--- src/core/bls_pkg.sv ---
// Shared constants and types of the black-level loop steering block.
package bls_pkg;

  // Register port geometry.
  localparam int ADDR_W = 4;
  localparam int REG_W  = 8;

  // Register indices on the plain register port.
  localparam logic [ADDR_W-1:0] ADDR_CTRL        = 4'h0;
  localparam logic [ADDR_W-1:0] ADDR_STEER_DELAY = 4'h1;
  localparam logic [ADDR_W-1:0] ADDR_PULSE_DELAY = 4'h2;
  localparam logic [ADDR_W-1:0] ADDR_PULSE_WIDTH = 4'h3;
  localparam logic [ADDR_W-1:0] ADDR_GAIN        = 4'h4;
  localparam logic [ADDR_W-1:0] ADDR_STATUS      = 4'h5;

  // Bit positions inside the control register.
  localparam int CTRL_UPD_BIT     = 0;
  localparam int CTRL_BLK_ANA_BIT = 1;
  localparam int CTRL_BLK_FIL_BIT = 2;
  localparam int CTRL_AREA_LSB    = 3;
  localparam int CTRL_AREA_MSB    = 4;
  localparam int CTRL_SEL_INT_BIT = 5;

  // Bit positions inside the status register.
  localparam int STAT_PENDING_BIT = 0;
  localparam int STAT_STEER_BIT   = 1;
  localparam int STAT_PULSE_BIT   = 2;
  localparam int STAT_ANALOG_BIT  = 3;
  localparam int STAT_FILTER_BIT  = 4;
  localparam int STAT_HOLD_BIT    = 5;

  // Values after reset.
  localparam logic [REG_W-1:0] CTRL_RST        = 8'h00;
  localparam logic [REG_W-1:0] STEER_DELAY_RST = 8'h00;
  localparam logic [REG_W-1:0] PULSE_DELAY_RST = 8'h04;
  localparam logic [REG_W-1:0] PULSE_WIDTH_RST = 8'h08;
  localparam logic [REG_W-1:0] GAIN_RST        = 8'h00;

  // Ways in which the area-define signal is combined.
  typedef enum logic [1:0] {
    AREA_OFF    = 2'h0,
    AREA_HOLD   = 2'h1,
    AREA_ANALOG = 2'h2,
    AREA_FILTER = 2'h3
  } bls_area_t;

  // Clamp pulse generator states, Gray coded along idle, delay, pulse.
  typedef enum logic [1:0] {
    PG_IDLE  = 2'h0,
    PG_DELAY = 2'h1,
    PG_PULSE = 2'h3
  } bls_pg_state_t;

endpackage

--- src/core/bls_clamp_pulse_gen.sv ---
// Internal clamp-window pulse generator timed from the external clamp pin.
`timescale 1ns/1ps
module bls_clamp_pulse_gen #(
  parameter int CNT_W = 8
) (
  input  wire logic             clock_in,
  input  wire logic             rst_n_in,
  input  wire logic             clamp_sync_in,
  input  wire logic [CNT_W-1:0] pulse_delay_in,
  input  wire logic [CNT_W-1:0] pulse_width_in,
  output logic                  pulse_out
);

  // The counter must at least tell one pixel from the next.
  if (CNT_W < 2) begin : g_cnt_check
    $error("bls_clamp_pulse_gen needs CNT_W of at least two.");
  end

  typedef struct packed {
    bls_pkg::bls_pg_state_t state;
    logic [CNT_W-1:0]       cnt;
    logic                   prev;
    logic                   pulse;
  } bls_pg_t;

  bls_pg_t st_d;
  bls_pg_t st_q;
  logic    fall;

  // A falling clamp edge restarts the delay, even in the middle of a pulse.
  always_comb begin
    st_d      = st_q;
    fall      = st_q.prev & ~clamp_sync_in;
    st_d.prev = clamp_sync_in;
    unique case (st_q.state)
      bls_pkg::PG_IDLE: begin
      end
      bls_pkg::PG_DELAY: begin
        if (st_q.cnt >= pulse_delay_in) begin
          st_d.state = (pulse_width_in != '0) ? bls_pkg::PG_PULSE : bls_pkg::PG_IDLE; // [RULE13]
          st_d.cnt   = CNT_W'(1);
        end else begin
          st_d.cnt = st_q.cnt + CNT_W'(1);
        end
      end
      bls_pkg::PG_PULSE: begin
        if (st_q.cnt >= pulse_width_in) begin
          st_d.state = bls_pkg::PG_IDLE;
        end else begin
          st_d.cnt = st_q.cnt + CNT_W'(1);
        end
      end
      default: begin
        st_d.state = bls_pkg::PG_IDLE;
      end
    endcase
    if (fall) begin
      st_d.state = bls_pkg::PG_DELAY; // [RULE13]
      st_d.cnt   = CNT_W'(1);
    end
    st_d.pulse = (st_d.state == bls_pkg::PG_PULSE);
  end

  // Synchronous active-low reset parks the generator idle.
  always_ff @(posedge clock_in) begin
    if (!rst_n_in) begin
      st_q <= '{state: bls_pkg::PG_IDLE, cnt: '0, prev: 1'b0, pulse: 1'b0};
    end else begin
      st_q <= st_d;
    end
  end

  assign pulse_out = st_q.pulse;

endmodule

--- src/core/bls_steering.sv ---
// Black-level loop steering: routes the clamp window to the analogue loop or the IIR filter.
//
// Behaviour
// [RULE1] Update option clear: internal clamp pulse reaches the analogue loop every frame.
// [RULE2] Update option set: internal pulse reaches the analogue loop only after a gain write.
// [RULE3] Analogue block bit clear: internal pulse may be steered to the analogue loop.
// [RULE4] Analogue block bit set: internal pulse never reaches the loop, goes to filter.
// [RULE5] Filter block bit clear: internal pulse may be steered to the IIR filter enable.
// [RULE6] Filter block bit set: internal pulse never reaches the IIR filter enable.
// [RULE7] Area usage 00: area-define signal is ignored completely.
// [RULE8] Area usage 01: area-define signal enables the IIR error-holding register.
// [RULE9] Area usage not 01: error-holding register follows the IIR filter enable.
// [RULE10] Area usage 10: area-define ORed with steered pulse into analogue loop enable.
// [RULE11] Area usage 11: area-define ORed with steered pulse into IIR filter enable.
// [RULE12] Source select picks external clamp pin or internal pulse for the analogue loop.
// [RULE13] Internal pulse starts a programmed pixel count after the clamp pin falls.
// [RULE14] Steering to the analogue loop waits a programmed count of internal pulses.
// [RULE15] Pending gain write clears once the next pulse was delivered to the analogue loop.
//
// Implementation choices: the plain strobed port and the address map.
`timescale 1ns/1ps
module bls_steering #(
  parameter int DATA_W = 8
) (
  input  wire logic                      clock_in,
  input  wire logic                      rst_n_in,
  input  wire logic [bls_pkg::ADDR_W-1:0] reg_addr_in,
  input  wire logic [DATA_W-1:0]         reg_wdata_in,
  input  wire logic                      reg_write_in,
  input  wire logic                      reg_read_in,
  output logic      [DATA_W-1:0]         reg_rdata_out,
  input  wire logic                      external_clamp_enable_pin_in,
  input  wire logic                      frame_sync_pin_in,
  input  wire logic                      area_define_in,
  output logic                           analog_loop_enable_out,
  output logic                           filter_enable_out,
  output logic                           error_hold_enable_out,
  output logic                           internal_clamp_window_pulse_out
);

  localparam int RW = bls_pkg::REG_W;

  // Narrower data would truncate the control and delay registers.
  if (DATA_W < RW) begin : g_data_check
    $error("bls_steering needs DATA_W of at least eight.");
  end

  // Whole state of the steering block, registered in one place.
  typedef struct packed {
    logic                loop_update_on_gain_write;
    logic                block_analog_steer;
    logic                block_filter_steer;
    bls_pkg::bls_area_t  area_define_usage;
    logic                select_internal_clamp_source;
    logic [RW-1:0]       analog_steer_start_delay;
    logic [RW-1:0]       clamp_pulse_pixel_delay;
    logic [RW-1:0]       clamp_pulse_width;
    logic [RW-1:0]       gain;
    logic                gain_write_pending;
    logic [RW-1:0]       pulse_cnt;
    logic                pulse_prev;
    logic                frame_prev;
    logic                take;
    logic                pulse_copy;
    logic                analog_en;
    logic                filter_en;
    logic                hold_en;
    logic [DATA_W-1:0]   rdata;
  } bls_top_state_t;

  bls_top_state_t st_d;
  bls_top_state_t st_q;

  // Synchronised pin levels and the generated pulse.
  logic [1:0]     pins_sync;
  logic           ext_clamp_s;
  logic           frame_s;
  logic           pulse;

  // Combinational helpers of the steering decision.
  logic           frame_rise;
  logic           pulse_fall;
  logic           steer_ok;
  logic           eligible;
  logic           take_now;
  logic           area_analog;
  logic           area_filter;
  logic           filter_now;

  // Area-define term of one usage mode; it is zero in every other mode.
  function automatic logic area_term(input bls_pkg::bls_area_t usage,
                                     input bls_pkg::bls_area_t mode,
                                     input logic               area);
    area_term = (usage == mode) & area;
  endfunction

  // Read multiplexer; unmapped indices read as zero.
  function automatic logic [RW-1:0] read_mux(input logic [bls_pkg::ADDR_W-1:0] addr,
                                             input bls_top_state_t             s,
                                             input logic                       ok);
    logic [RW-1:0] v;
    v = '0;
    unique case (addr)
      bls_pkg::ADDR_CTRL: begin
        v[bls_pkg::CTRL_UPD_BIT]                        = s.loop_update_on_gain_write;
        v[bls_pkg::CTRL_BLK_ANA_BIT]                    = s.block_analog_steer;
        v[bls_pkg::CTRL_BLK_FIL_BIT]                    = s.block_filter_steer;
        v[bls_pkg::CTRL_AREA_MSB:bls_pkg::CTRL_AREA_LSB] = s.area_define_usage;
        v[bls_pkg::CTRL_SEL_INT_BIT]                    = s.select_internal_clamp_source;
      end
      bls_pkg::ADDR_STEER_DELAY: begin
        v = s.analog_steer_start_delay;
      end
      bls_pkg::ADDR_PULSE_DELAY: begin
        v = s.clamp_pulse_pixel_delay;
      end
      bls_pkg::ADDR_PULSE_WIDTH: begin
        v = s.clamp_pulse_width;
      end
      bls_pkg::ADDR_GAIN: begin
        v = s.gain;
      end
      bls_pkg::ADDR_STATUS: begin
        v[bls_pkg::STAT_PENDING_BIT] = s.gain_write_pending;
        v[bls_pkg::STAT_STEER_BIT]   = ok;
        v[bls_pkg::STAT_PULSE_BIT]   = s.pulse_copy;
        v[bls_pkg::STAT_ANALOG_BIT]  = s.analog_en;
        v[bls_pkg::STAT_FILTER_BIT]  = s.filter_en;
        v[bls_pkg::STAT_HOLD_BIT]    = s.hold_en;
      end
      default: begin
        v = '0;
      end
    endcase
    read_mux = v;
  endfunction

  // Both pins come from the timing generator's domain and are synchronised first.
  bls_sync2 #(
    .WIDTH (2)
  ) u_pin_sync (
    .clock_in (clock_in),
    .rst_n_in (rst_n_in),
    .async_in ({frame_sync_pin_in, external_clamp_enable_pin_in}),
    .sync_out (pins_sync)
  );

  assign ext_clamp_s = pins_sync[0];
  assign frame_s     = pins_sync[1];

  // The window generator times its pulse from the synchronised clamp pin.
  bls_clamp_pulse_gen #(
    .CNT_W (RW)
  ) u_pulse_gen (
    .clock_in       (clock_in),
    .rst_n_in       (rst_n_in),
    .clamp_sync_in  (ext_clamp_s),
    .pulse_delay_in (st_q.clamp_pulse_pixel_delay),
    .pulse_width_in (st_q.clamp_pulse_width),
    .pulse_out      (pulse)
  );

  // Steering decision, register port and all next-state logic.
  always_comb begin
    st_d       = st_q;
    frame_rise = frame_s & ~st_q.frame_prev;
    pulse_fall = st_q.pulse_prev & ~pulse;

    // Pulses are counted per frame until the start delay is reached.
    steer_ok = (st_q.pulse_cnt >= st_q.analog_steer_start_delay); // [RULE14]

    // Internal pulse may go to the analogue loop only when nothing holds it back.
    eligible = ~st_q.block_analog_steer                                   // [RULE3] [RULE4]
               & steer_ok                                                 // [RULE14]
               & (~st_q.loop_update_on_gain_write | st_q.gain_write_pending); // [RULE1] [RULE2]

    // The route is chosen at the pulse's first cycle and held for its whole width,
    // so a register write mid-window can cut an analogue correction short only through the source select bit or a pulse width below the current count.
    take_now = st_q.select_internal_clamp_source & pulse
               & (st_q.pulse_prev ? st_q.take : eligible);

    area_analog = area_term(st_q.area_define_usage, bls_pkg::AREA_ANALOG, area_define_in); // [RULE7] [RULE10]
    area_filter = area_term(st_q.area_define_usage, bls_pkg::AREA_FILTER, area_define_in); // [RULE7] [RULE11]

    // A pulse not taken by the analogue loop falls to the filter unless blocked.
    filter_now = (pulse & ~take_now & ~st_q.block_filter_steer) | area_filter; // [RULE4] [RULE5] [RULE6] [RULE11]

    // Analogue loop source is the pin or the steered internal pulse.
    st_d.analog_en = (st_q.select_internal_clamp_source ? take_now : ext_clamp_s) // [RULE12]
                     | area_analog;                                               // [RULE10]
    st_d.filter_en = filter_now;
    st_d.hold_en   = (st_q.area_define_usage == bls_pkg::AREA_HOLD) ? area_define_in // [RULE8]
                                                                    : filter_now;    // [RULE9]

    st_d.take       = take_now;
    st_d.pulse_prev = pulse;
    st_d.pulse_copy = pulse;
    st_d.frame_prev = frame_s;

    // Count ends of pulses, saturating at the start delay; a new frame restarts.
    if (frame_rise) begin
      st_d.pulse_cnt = '0; // [RULE14]
    end else if (pulse_fall && !steer_ok) begin
      st_d.pulse_cnt = st_q.pulse_cnt + RW'(1); // [RULE14]
    end

    // Pending clears after a delivered pulse; a gain write in the same cycle wins.
    if (pulse_fall && st_q.take) begin
      st_d.gain_write_pending = 1'b0; // [RULE15]
    end

    // Register writes.
    if (reg_write_in) begin
      unique case (reg_addr_in)
        bls_pkg::ADDR_CTRL: begin
          st_d.loop_update_on_gain_write    = reg_wdata_in[bls_pkg::CTRL_UPD_BIT];
          st_d.block_analog_steer           = reg_wdata_in[bls_pkg::CTRL_BLK_ANA_BIT];
          st_d.block_filter_steer           = reg_wdata_in[bls_pkg::CTRL_BLK_FIL_BIT];
          st_d.area_define_usage            =
            bls_pkg::bls_area_t'(reg_wdata_in[bls_pkg::CTRL_AREA_MSB:bls_pkg::CTRL_AREA_LSB]);
          st_d.select_internal_clamp_source = reg_wdata_in[bls_pkg::CTRL_SEL_INT_BIT];
        end
        bls_pkg::ADDR_STEER_DELAY: begin
          st_d.analog_steer_start_delay = reg_wdata_in[RW-1:0];
        end
        bls_pkg::ADDR_PULSE_DELAY: begin
          st_d.clamp_pulse_pixel_delay = reg_wdata_in[RW-1:0];
        end
        bls_pkg::ADDR_PULSE_WIDTH: begin
          st_d.clamp_pulse_width = reg_wdata_in[RW-1:0];
        end
        bls_pkg::ADDR_GAIN: begin
          st_d.gain               = reg_wdata_in[RW-1:0];
          st_d.gain_write_pending = 1'b1; // [RULE2]
        end
        default: begin
        end
      endcase
    end

    // Read data stand for exactly the cycle after the strobe.
    st_d.rdata = '0;
    if (reg_read_in) begin
      st_d.rdata = DATA_W'(read_mux(reg_addr_in, st_q, steer_ok));
    end
  end

  // Synchronous active-low reset loads the reset defaults.
  always_ff @(posedge clock_in) begin
    if (!rst_n_in) begin
      st_q                              <= '0;
      st_q.loop_update_on_gain_write    <= bls_pkg::CTRL_RST[bls_pkg::CTRL_UPD_BIT];
      st_q.block_analog_steer           <= bls_pkg::CTRL_RST[bls_pkg::CTRL_BLK_ANA_BIT];
      st_q.block_filter_steer           <= bls_pkg::CTRL_RST[bls_pkg::CTRL_BLK_FIL_BIT];
      st_q.area_define_usage            <= bls_pkg::AREA_OFF;
      st_q.select_internal_clamp_source <= bls_pkg::CTRL_RST[bls_pkg::CTRL_SEL_INT_BIT];
      st_q.analog_steer_start_delay     <= bls_pkg::STEER_DELAY_RST;
      st_q.clamp_pulse_pixel_delay      <= bls_pkg::PULSE_DELAY_RST;
      st_q.clamp_pulse_width            <= bls_pkg::PULSE_WIDTH_RST;
      st_q.gain                         <= bls_pkg::GAIN_RST;
    end else begin
      st_q <= st_d;
    end
  end

  // Every output is a flip-flop of the state.
  assign reg_rdata_out                   = st_q.rdata;
  assign analog_loop_enable_out          = st_q.analog_en;
  assign filter_enable_out               = st_q.filter_en;
  assign error_hold_enable_out           = st_q.hold_en;
  assign internal_clamp_window_pulse_out = st_q.pulse_copy;

endmodule

--- src/core/bls_sync2.sv ---
// Two-flop synchroniser for levels arriving from pins.
`timescale 1ns/1ps
module bls_sync2 #(
  parameter int WIDTH = 1
) (
  input  wire logic             clock_in,
  input  wire logic             rst_n_in,
  input  wire logic [WIDTH-1:0] async_in,
  output logic      [WIDTH-1:0] sync_out
);

  // Refuse a width that leaves nothing to synchronise.
  if (WIDTH < 1) begin : g_width_check
    $error("bls_sync2 needs WIDTH of at least one.");
  end

  typedef struct packed {
    logic [WIDTH-1:0] stage1;
    logic [WIDTH-1:0] stage2;
  } bls_sync_state_t;

  bls_sync_state_t st_d;
  bls_sync_state_t st_q;

  // The first stage feeds only the second, so metastability cannot spread.
  always_comb begin
    st_d        = st_q;
    st_d.stage1 = async_in;
    st_d.stage2 = st_q.stage1;
  end

  // Synchronous active-low reset clears both stages.
  always_ff @(posedge clock_in) begin
    if (!rst_n_in) begin
      st_q <= '0;
    end else begin
      st_q <= st_d;
    end
  end

  assign sync_out = st_q.stage2;

endmodule
--- config.mk ---
export PLATFORM = sky130hd
export DESIGN_NAME = bls_steering
export DESIGN_NICKNAME = d
export VERILOG_FILES = /design/src/core/bls_pkg.sv /design/src/core/bls_clamp_pulse_gen.sv /design/src/core/bls_steering.sv /design/src/core/bls_sync2.sv
export SDC_FILE = /design/constraint.sdc
export NUM_CORES = 1
export LEC_CHECK = 0
export BUFFER_PORTS_ARGS = -buffer_cell sky130_fd_sc_hd__buf_2
export CORE_ASPECT_RATIO = 0.8
export CORE_MARGIN = 1.5
export CORE_UTILIZATION = 56
export CTS_BUF_LIST = sky130_fd_sc_hd__clkbuf_8
export CTS_CLUSTER_DIAMETER = 50
export DETAILED_ROUTE_END_ITERATION = 8
export PLACE_DENSITY_LB_ADDON = 0.3
export SYNTH_ARGS = -nofsm -noshare
export SYNTH_HDL_FRONTEND = slang
export SYNTH_HIERARCHICAL = 1
export SYNTH_SLANG_ARGS = --single-unit
export TNS_END_PERCENT = 1
--- constraint.sdc ---
create_clock -name clock_in -period 2.05 [get_ports clock_in]
set_input_delay 0.1025 -clock clock_in [delete_from_list [all_inputs] [get_ports clock_in]]
set_output_delay 0.1025 -clock clock_in [all_outputs]
set_load 0.005 [all_outputs]
# == After elaboration in Yosys (flattened, before gate mapping) ==
# Index checks and enable logic that the tools add are counted.
# W data, S select, Z words.
# op_classes
n_reduce_logical,18
eq_ne,13
bitwise_logic,22
n_lt_le_gt_ge,3
n_mul,0
add_sub_neg,2
shifts,0
n_div,0
muxes,16
# ops
op,count
$pmux W6 S6,1
$ge A8 B8 Y1,3
$add A8 B1 Y8 const B,2
$mux W8,2
$pmux W8 S2,1
$reduce_and A2 Y1,8
$and A1 B1 Y1,11
$mux W10,1
$eq A2 B2 Y1 const B,4
$eq A4 B2 Y1 const B,2
$eq A4 B3 Y1 const B,2
$not A1 Y1,8
$pmux W2 S4,1
$reduce_bool A8 Y1,1
$mux W1,6
$mux W2,3
$pmux W2 S3,1
$eq A2 B1 Y1 const B,2
$eq A4 B1 Y1 const B,1
$logic_not A4 Y1,1
$reduce_or A2 Y1,2
$ne A3 B2 Y1 const B,1
$or A1 B1 Y1,3
$reduce_bool A3 Y1,1
5 further kinds,6
# totals
wordCells,99
register_bits,77
out_inout_bits,12
input_bits,19
mem_count,0
latch_bits,0
mem_bits_rw,0
romBits,0

# == Logic depth before layout (Yosys ltp) ==
# Gate-level depths: netlist of the first run.
# depth
ltp_word,10
mapped_depth,8
mapped_depth_nobuf,8

# == By module ==
# The synthesis of the first run kept the hierarchy.
# modules_own_cells
mod,seq_area_each_um2,cells_per_inst,area_per_inst_um2,n_inst
bls_steering,1221.2,323,2987.9,1
bls_clamp_pulse_gen,240.2,118,1031.0,1
bls_sync2,80.1,8,105.1,1

# == Worst setup path after synthesis of the first run ==
# No wires, ideal clock.
# synth_path
kind,reg-to-reg
startpoint,register st_q[15] in the netlist's numbering
endpoint,register st_q[20] in the netlist's numbering
setup_time_ps,72
synth_period_minus_slack_ps,2139
n_path_buf,1
path_stages_with_launch,9
t_arrival_ps,2067
setup_slack_ps,-89
t_required_ps,1978
path_cell_list,dfxtp_1 inv_1 ha_1 nand2b_4 a2111oi_4 o31ai_2 buf_6 or4_1 a21oi_1
# synth_via
elab_chain_len,3
word_cells_on_any_way,4
cone_classes,add/sub: 1; order compare: 1; reduce/logical: 2
# synth_rtl
item,line,source
from (decl),bls_steering.sv:72,bls_top_state_t st_q;
from (signal assigned),bls_steering.sv:262,st_q <= st_d;
$ge A8 B8 Y1,bls_steering.sv:170,steer_ok = (st_q.pulse_cnt >= st_q.analog_steer_start_delay);
$logic_not A1 Y1,bls_steering.sv:203,end else if (pulse_fall && !steer_ok) begin
$logic_and A1 B1 Y1,bls_steering.sv:203,
# Parallel ways exist; a longest one is shown, timed or not.
# A chain may end at the register's enable or synchronous reset.

# == Final worst setup path of the first run ==
# layout_path
startpoint,register st_q[15] in the netlist's numbering
endpoint,register st_q[21] in the netlist's numbering
# The elaborated chain is that of the path after synthesis.

==> flow_metrics.tcl, run 1 <==
set metrics [dict create \
    status "complete, but fails checks" \
    violations "design-rule violations, negative setup slack" \
    ys_ff_latch 77 \
    crit_path_end_kind "register" \
    worstMarginPinSlew_ps 705 \
    final_layout_size_suffix_gt1_frac 0.229 \
    cts.path.max_buffers 2 \
    core_sq_um 6990 \
    dpl.hpwl_um 7110 \
    crit_fanout 5 \
    clk_latency_ps 350 \
    drv_cap 0 \
    critPathSlowestCell "or4_4" \
    postSynthCellCount 449 \
    finalCritPeriodShare 1.00 \
    ys_seq_area_frac 0.374 \
    fillers 535 \
    hold_path_class "in2reg" \
    overflow 0 \
    skew_ps 6.00 \
    drtPass1Iterations 7 \
    final_cells 580 \
    antenna_found_initial 0 \
    dp.cells 558 \
    cts.htree.levels 3 \
    die_width_um 98.9 \
    drt_drc_violations_left 4 \
    seq_area_sq_um 1550 \
    setup.worst_path.start_class "register" \
    ys.flop_type "dfxtp_1" \
    max_slew_margin 0.527 \
    viasPerCell 6.06 \
    power_leakage_nw 2.01 \
    grt.total_usage 0.254 \
    path_class "reg2reg" \
    syn_area_sq_um 4120 \
    hold_violations 0 \
    peakVddDrop_uv 481 \
    num_vias 3517 \
    grt_max_degree 31 \
    synth-edff-count 0 \
    wire_per_inst_um 17.1 \
    yosys_warnings 6 \
    multiInputGateArea_sq_um 2440 \
    initialDrtViolationCount 239 \
    drv_slew 0 \
    cellPowerDensity_nw_per_um2 726 \
    max_stage_delay_ps 530 \
    setup_slack_ps -2.81 \
    ys_types 56 \
    avgSynthCellArea_sq_um 9.18 \
    syn_to_final_growth_pct 17.2 \
    critPathTopFamily "simple AND/OR/NAND/NOR gates" \
    syn_nets 494 \
    final_nets 533 \
    synthArstFlopShare 0 \
    cts_made_buffers 9 \
    clk_pin_slew_ps 80 \
    grt_pass1_wl_um 15500 \
    fin_util 0.691 \
    crit_buf_inv 2 \
    cts_sinks 77 \
    place_congestion 0.887 \
    num_antenna_cells 0 \
    start_util 0.590 \
    cts_tree "yes" \
    port_buffers 30 \
    max_freq_mhz 487 \
    rows 27 \
    place_worst_setup_slack_ps 6.19 \
    rsz0062_at_grt "true" \
    dieArea_sq_um 7890 \
    finalSetupViolCount 1 \
    ant_nets 0 \
    path_cells "inv_2 -> ha_4 -> nand2b_4 -> a2111oi_4 -> buf_4 -> o31ai_4 -> or4_4 -> a21oi_2" \
    die_h_um 79.8 \
    grt_pass1_vias 3238 \
    worstPathArrival_ps 2340 \
    min_period_ps 2050 \
    clockRootBuffer "clkbuf_8" \
    top_level_ports 31 \
    worstPathRequired_ps 2330 \
    wl_um 9900 \
]
## routing by layer
layer | share of wire | vias to the layer above | GRT usage
li1 | - | 1680 | -
met1 | 0.47 | 1671 | 0.369
met2 | 0.43 | 153 | 0.368
met3 | 0.082 | 13 | 0.0560
met4 | 0.016 | 0 | 0.0914
met5 | 0 | - | 0
## worst reg2reg max path, stage by stage, from the launching register on
cell and delay [ps]:
dfxtp_2 330, inv_2 70, ha_4 190, nand2b_4 140, a2111oi_4 330, buf_4 190
o31ai_4 100, or4_4 530, a21oi_2 120
## sequential cells by signal (all words and copies together) (netlist names)
register	flops
u_pin_sync/sync_out	2
u_pulse_gen/st_q	11
st_q	49
reg_rdata_out	8
u_pulse_gen/pulse_out	1
internal_clamp_window_pulse_out	1
filter_enable_out	1
analog_loop_enable_out	1
error_hold_enable_out	1
u_pin_sync/st_d	2
## kinds of logic after synthesis
group	synth area share
XOR/XNOR	0.0149
AO/OA/AOI/OAI	0.178
multiplexers	0.0810
buffers and inverters	0.0640
adder cells (fa/ha/maj)	0.0789
flip-flops	0.374
AND/OR/NAND/NOR	0.209
## where the power goes
group	internal (W)	total, W	switching, W
Combinational	0.000153	0.000344	0.000191
Clock	0.00105	0.00162	0.000568
Sequential	0.00152	0.00155	0.0000228
Total	0.00273	0.00351	0.000782
## cell usage in the layout, fill, tap and decap left out, types with 5 or more instances in the layout
cell type  count
a21oi_1       14
a221oi_1       6
nand2_1       30
dfxtp_2        7
clkbuf_8       9
nor3_1         8
nand3_1       34
ha_1          24
nor2_1        17
bufinv_16      5
buf_4         21
dfxtp_1       70
xnor2_1        6
mux2i_1       30
o22ai_1        5
o31ai_2        5
and2_1         7
nor2b_1       30
a21boi_0      15
o21ai_0        6
buf_2         30
o21a_1         5
inv_1         29
nand4_1        6
## final timing paths
check	startpoint	end	slack [ps]	cells past startpoint
worst min register to register	u_pin_sync/st_d[0]	u_pin_sync/sync_out[0]	440	1
worst min-delay path	reg_wdata_in[7]	st_q[39]	50	3
worst max-delay path	st_q[15]	st_q[21]	-3	8
worst max register to register	st_q[15]	st_q[21]	-3	8
## repair_timing
action	in CTS	in global routing
hold buffers	2	0
gates cloned	0	1
resized for setup	1	29
setup endpoints to repair	1	18
pin swaps	1	19
endpoints found under the hold margin	2	0
buffers inserted	0	3
## cells in the mapped netlist (7+ instances only)
cell type / number / area, sq um
a21boi_0: 15 / 113
nor2b_1: 30 / 188
buf_4: 8 / 60.1
ha_1: 26 / 325
nor3_1: 8 / 40.0
inv_1: 31 / 116
mux2i_1: 30 / 300
nand2_1: 30 / 113
nand3_1: 34 / 170
clkbuf_1: 12 / 45.0
o21ai_0: 7 / 35.0
and2_1: 8 / 50.1
a21oi_1: 17 / 85.1
dfxtp_1: 77 / 1540
nor2_1: 18 / 67.6
## stage by stage
| step | TNS [ps] | cell area (sq um) | total power (W) | hold WS [ps] |
|---|---|---|---|---|
| 6_report | -2.81 | 4830 | 0.00351 | 53.7 |
| 5_1_grt | -80.7 | 4830 | 0.00363 | 46.5 |
| 4_1_cts | 0 | 4680 | 0.00348 | 44.7 |
| 3_5_place_dp | 0 | 4370 | 0.00188 | 307 |
| 3_3_place_gp | 0 | 4370 | 0.00187 | 307 |
| 2_1_floorplan | 0 | 4130 | 0.00180 | 224 |
## area by class of cell
type                       count  area share
clock buffer                   9      0.0256
clock inverter                 7      0.0337
inverter                      31      0.0241
multi-input combinational    316       0.506
sequential                    77       0.321
tap                           87      0.0225
timing repair buffer          53      0.0678
(Power assumes the default switching activity.)
==> run 2, diff against run 1 <==
CORE_UTILIZATION = 60   (was 56)
clock period = 2.6 ns   (was 2.05 ns; I/O delays follow)
==> flow_metrics.tcl, run 2 (synthesized netlist as in run 1, its figures left out) <==
set metrics [dict create \
    largest_reg_flops 49 \
    pwr-share-comb 0.108 \
    grt.total_usage 0.275 \
    clk_pin_slew_ps 80 \
    setup.worst_path.start_class "register" \
    initialDrtViolationCount 274 \
    pwr-share-seq 0.536 \
    crit_buf_inv 1 \
    core_sq_um 6510 \
    startpoint "st_q[15]" \
    min_period_ps 2290 \
    final_nets 513 \
    cts.htree.levels 3 \
    drv_slew 0 \
    syn_to_final_growth_pct 7.74 \
    max_freq_mhz 437 \
    clkPwrFrac 0.356 \
    viasPerCell 6.04 \
    rows 26 \
    p_int_w 0.00167 \
    hold_violations 0 \
    r2r_start "st_q[15]" \
    hold_start "reg_wdata_in[7]" \
    fillers 540 \
    worstPathRequired_ps 2880 \
    max_slew_margin 0.516 \
    die_h_um 77.2 \
    finalCritPeriodShare 0.880 \
    fin_util 0.683 \
    swShare 0.263 \
    dpl.hpwl_um 7020 \
    post_cts_buffers 0 \
    drt_drc_violations_left 0 \
    num_antenna_cells 0 \
    max_stage_delay_ps 510 \
    path_class "reg2reg" \
    die_width_um 95.7 \
    port_buffers 30 \
    drv_cap 0 \
    start_util 0.634 \
    wire_per_inst_um 16.9 \
    wl_um 9420 \
    grt_pass1_vias 3245 \
    power_leakage_nw 1.84 \
    status "completed" \
    crit_path_end_kind "register" \
    grt_max_degree 34 \
    critPathTopFamily "compound AO/OA/AOI/OAI gates" \
    place_congestion 0.930 \
    rsz0062_at_grt "false" \
    num_vias 3366 \
    final_layout_size_suffix_gt1_frac 0.144 \
    cellPowerDensity_nw_per_um2 511 \
    antenna_found_initial 0 \
    skew_ps 6.42 \
    finalSetupViolCount 0 \
    top_level_ports 31 \
    path_cells "inv_1 -> ha_1 -> nand2b_4 -> a2111oi_4 -> o31ai_2 -> or4_1 -> a21oi_1" \
    critPathSlowestCell "or4_1" \
    cts_tree "yes" \
    crit_fanout 12 \
    drtPass1Iterations 6 \
    power_switching_w 0.000598 \
    peakVddDrop_uv 390 \
    layout_commonest_cell "dfxtp_1" \
    dieArea_sq_um 7380 \
    clk_latency_ps 350 \
    cts_made_buffers 9 \
    worstPathArrival_ps 2560 \
    hold_path_class "in2reg" \
    clockRootBuffer "clkbuf_8" \
    ant_nets 0 \
    setup-tns-final_ps 0 \
    cts.path.max_buffers 2 \
    grt_pass1_wl_um 15600 \
    mostFrequentLayoutCells "dfxtp_1 (77), nand3_1 (34), inv_1 (32)" \
    top_register "st_q" \
    overflow 0 \
    worstMarginPinSlew_ps 722 \
    cts_sinks 77 \
]
-- run 2: worst paths after layout --
kind | to | depth (start not counted) | slack (ps)
worst min register to register | u_pin_sync/sync_out[1] | 1 | 440
worst max register to register | st_q[22] | 7 | 310
worst min-delay path | st_q[39] | 3 | 80
worst max-delay path | st_q[22] | 7 | 310
-- run 2: repair_timing --
item | 4_1_cts | 5_1_grt
gates resized for setup | 0 | 0
endpoints found under the hold margin | 2 | 0
hold buffers | 2 | 0
-- run 2: layout make-up --
cell class | count | area [sq um] | share of cell area
Tap cell | 84 | 105 | 0.0237
Multi-Input combinational cell | 315 | 2320 | 0.522
Timing Repair Buffer | 34 | 185 | 0.0417
Sequential cell | 77 | 1540 | 0.347
Inverter | 31 | 116 | 0.0262
Clock buffer | 10 | 138 | 0.0310
Clock inverter | 6 | 38.8 | 0.00873
-- run 2: metrics by stage --
| step | setup WS [ps] | power, W | hold WS, ps | std cells | cell area [sq um] |
|---|---|---|---|---|---|
| 4_1_cts | 323 | 0.00228 | 76.9 | 557 | 4440 |
| 3_5_place_dp | 336 | 0.00148 | 340 | 539 | 4250 |
| 6_report | 313 | 0.00227 | 82.1 | 557 | 4440 |
| 5_1_grt | 139 | 0.00238 | 79.1 | 557 | 4440 |
| 2_1_floorplan | 461 | 0.00142 | 252 | 449 | 4120 |
| 3_3_place_gp | 439 | 0.00147 | 334 | 539 | 4250 |
-- run 2: metal layers --
metal  GRT usage  part of all wire
met1       0.392              0.48
met4      0.0706            0.0099
met3      0.0744             0.063
met5           0                 0
met2       0.408              0.45
-- run 2: power groups by stage --
stage,sequential [W],clock (W),combinational [W]
global placement,0.00124,0,0.000224
global route,0.00122,0.000891,0.000266
detailed placement,0.00124,0,0.000237
floorplan,0.00124,0,0.000176
finish,0.00122,0.000810,0.000244
CTS,0.00122,0.000826,0.000241
-- run 2: tightest hold or removal path, stage by stage --
cell      delay (ps)
buf_2            130
nand3_1           60
a21boi_0          60
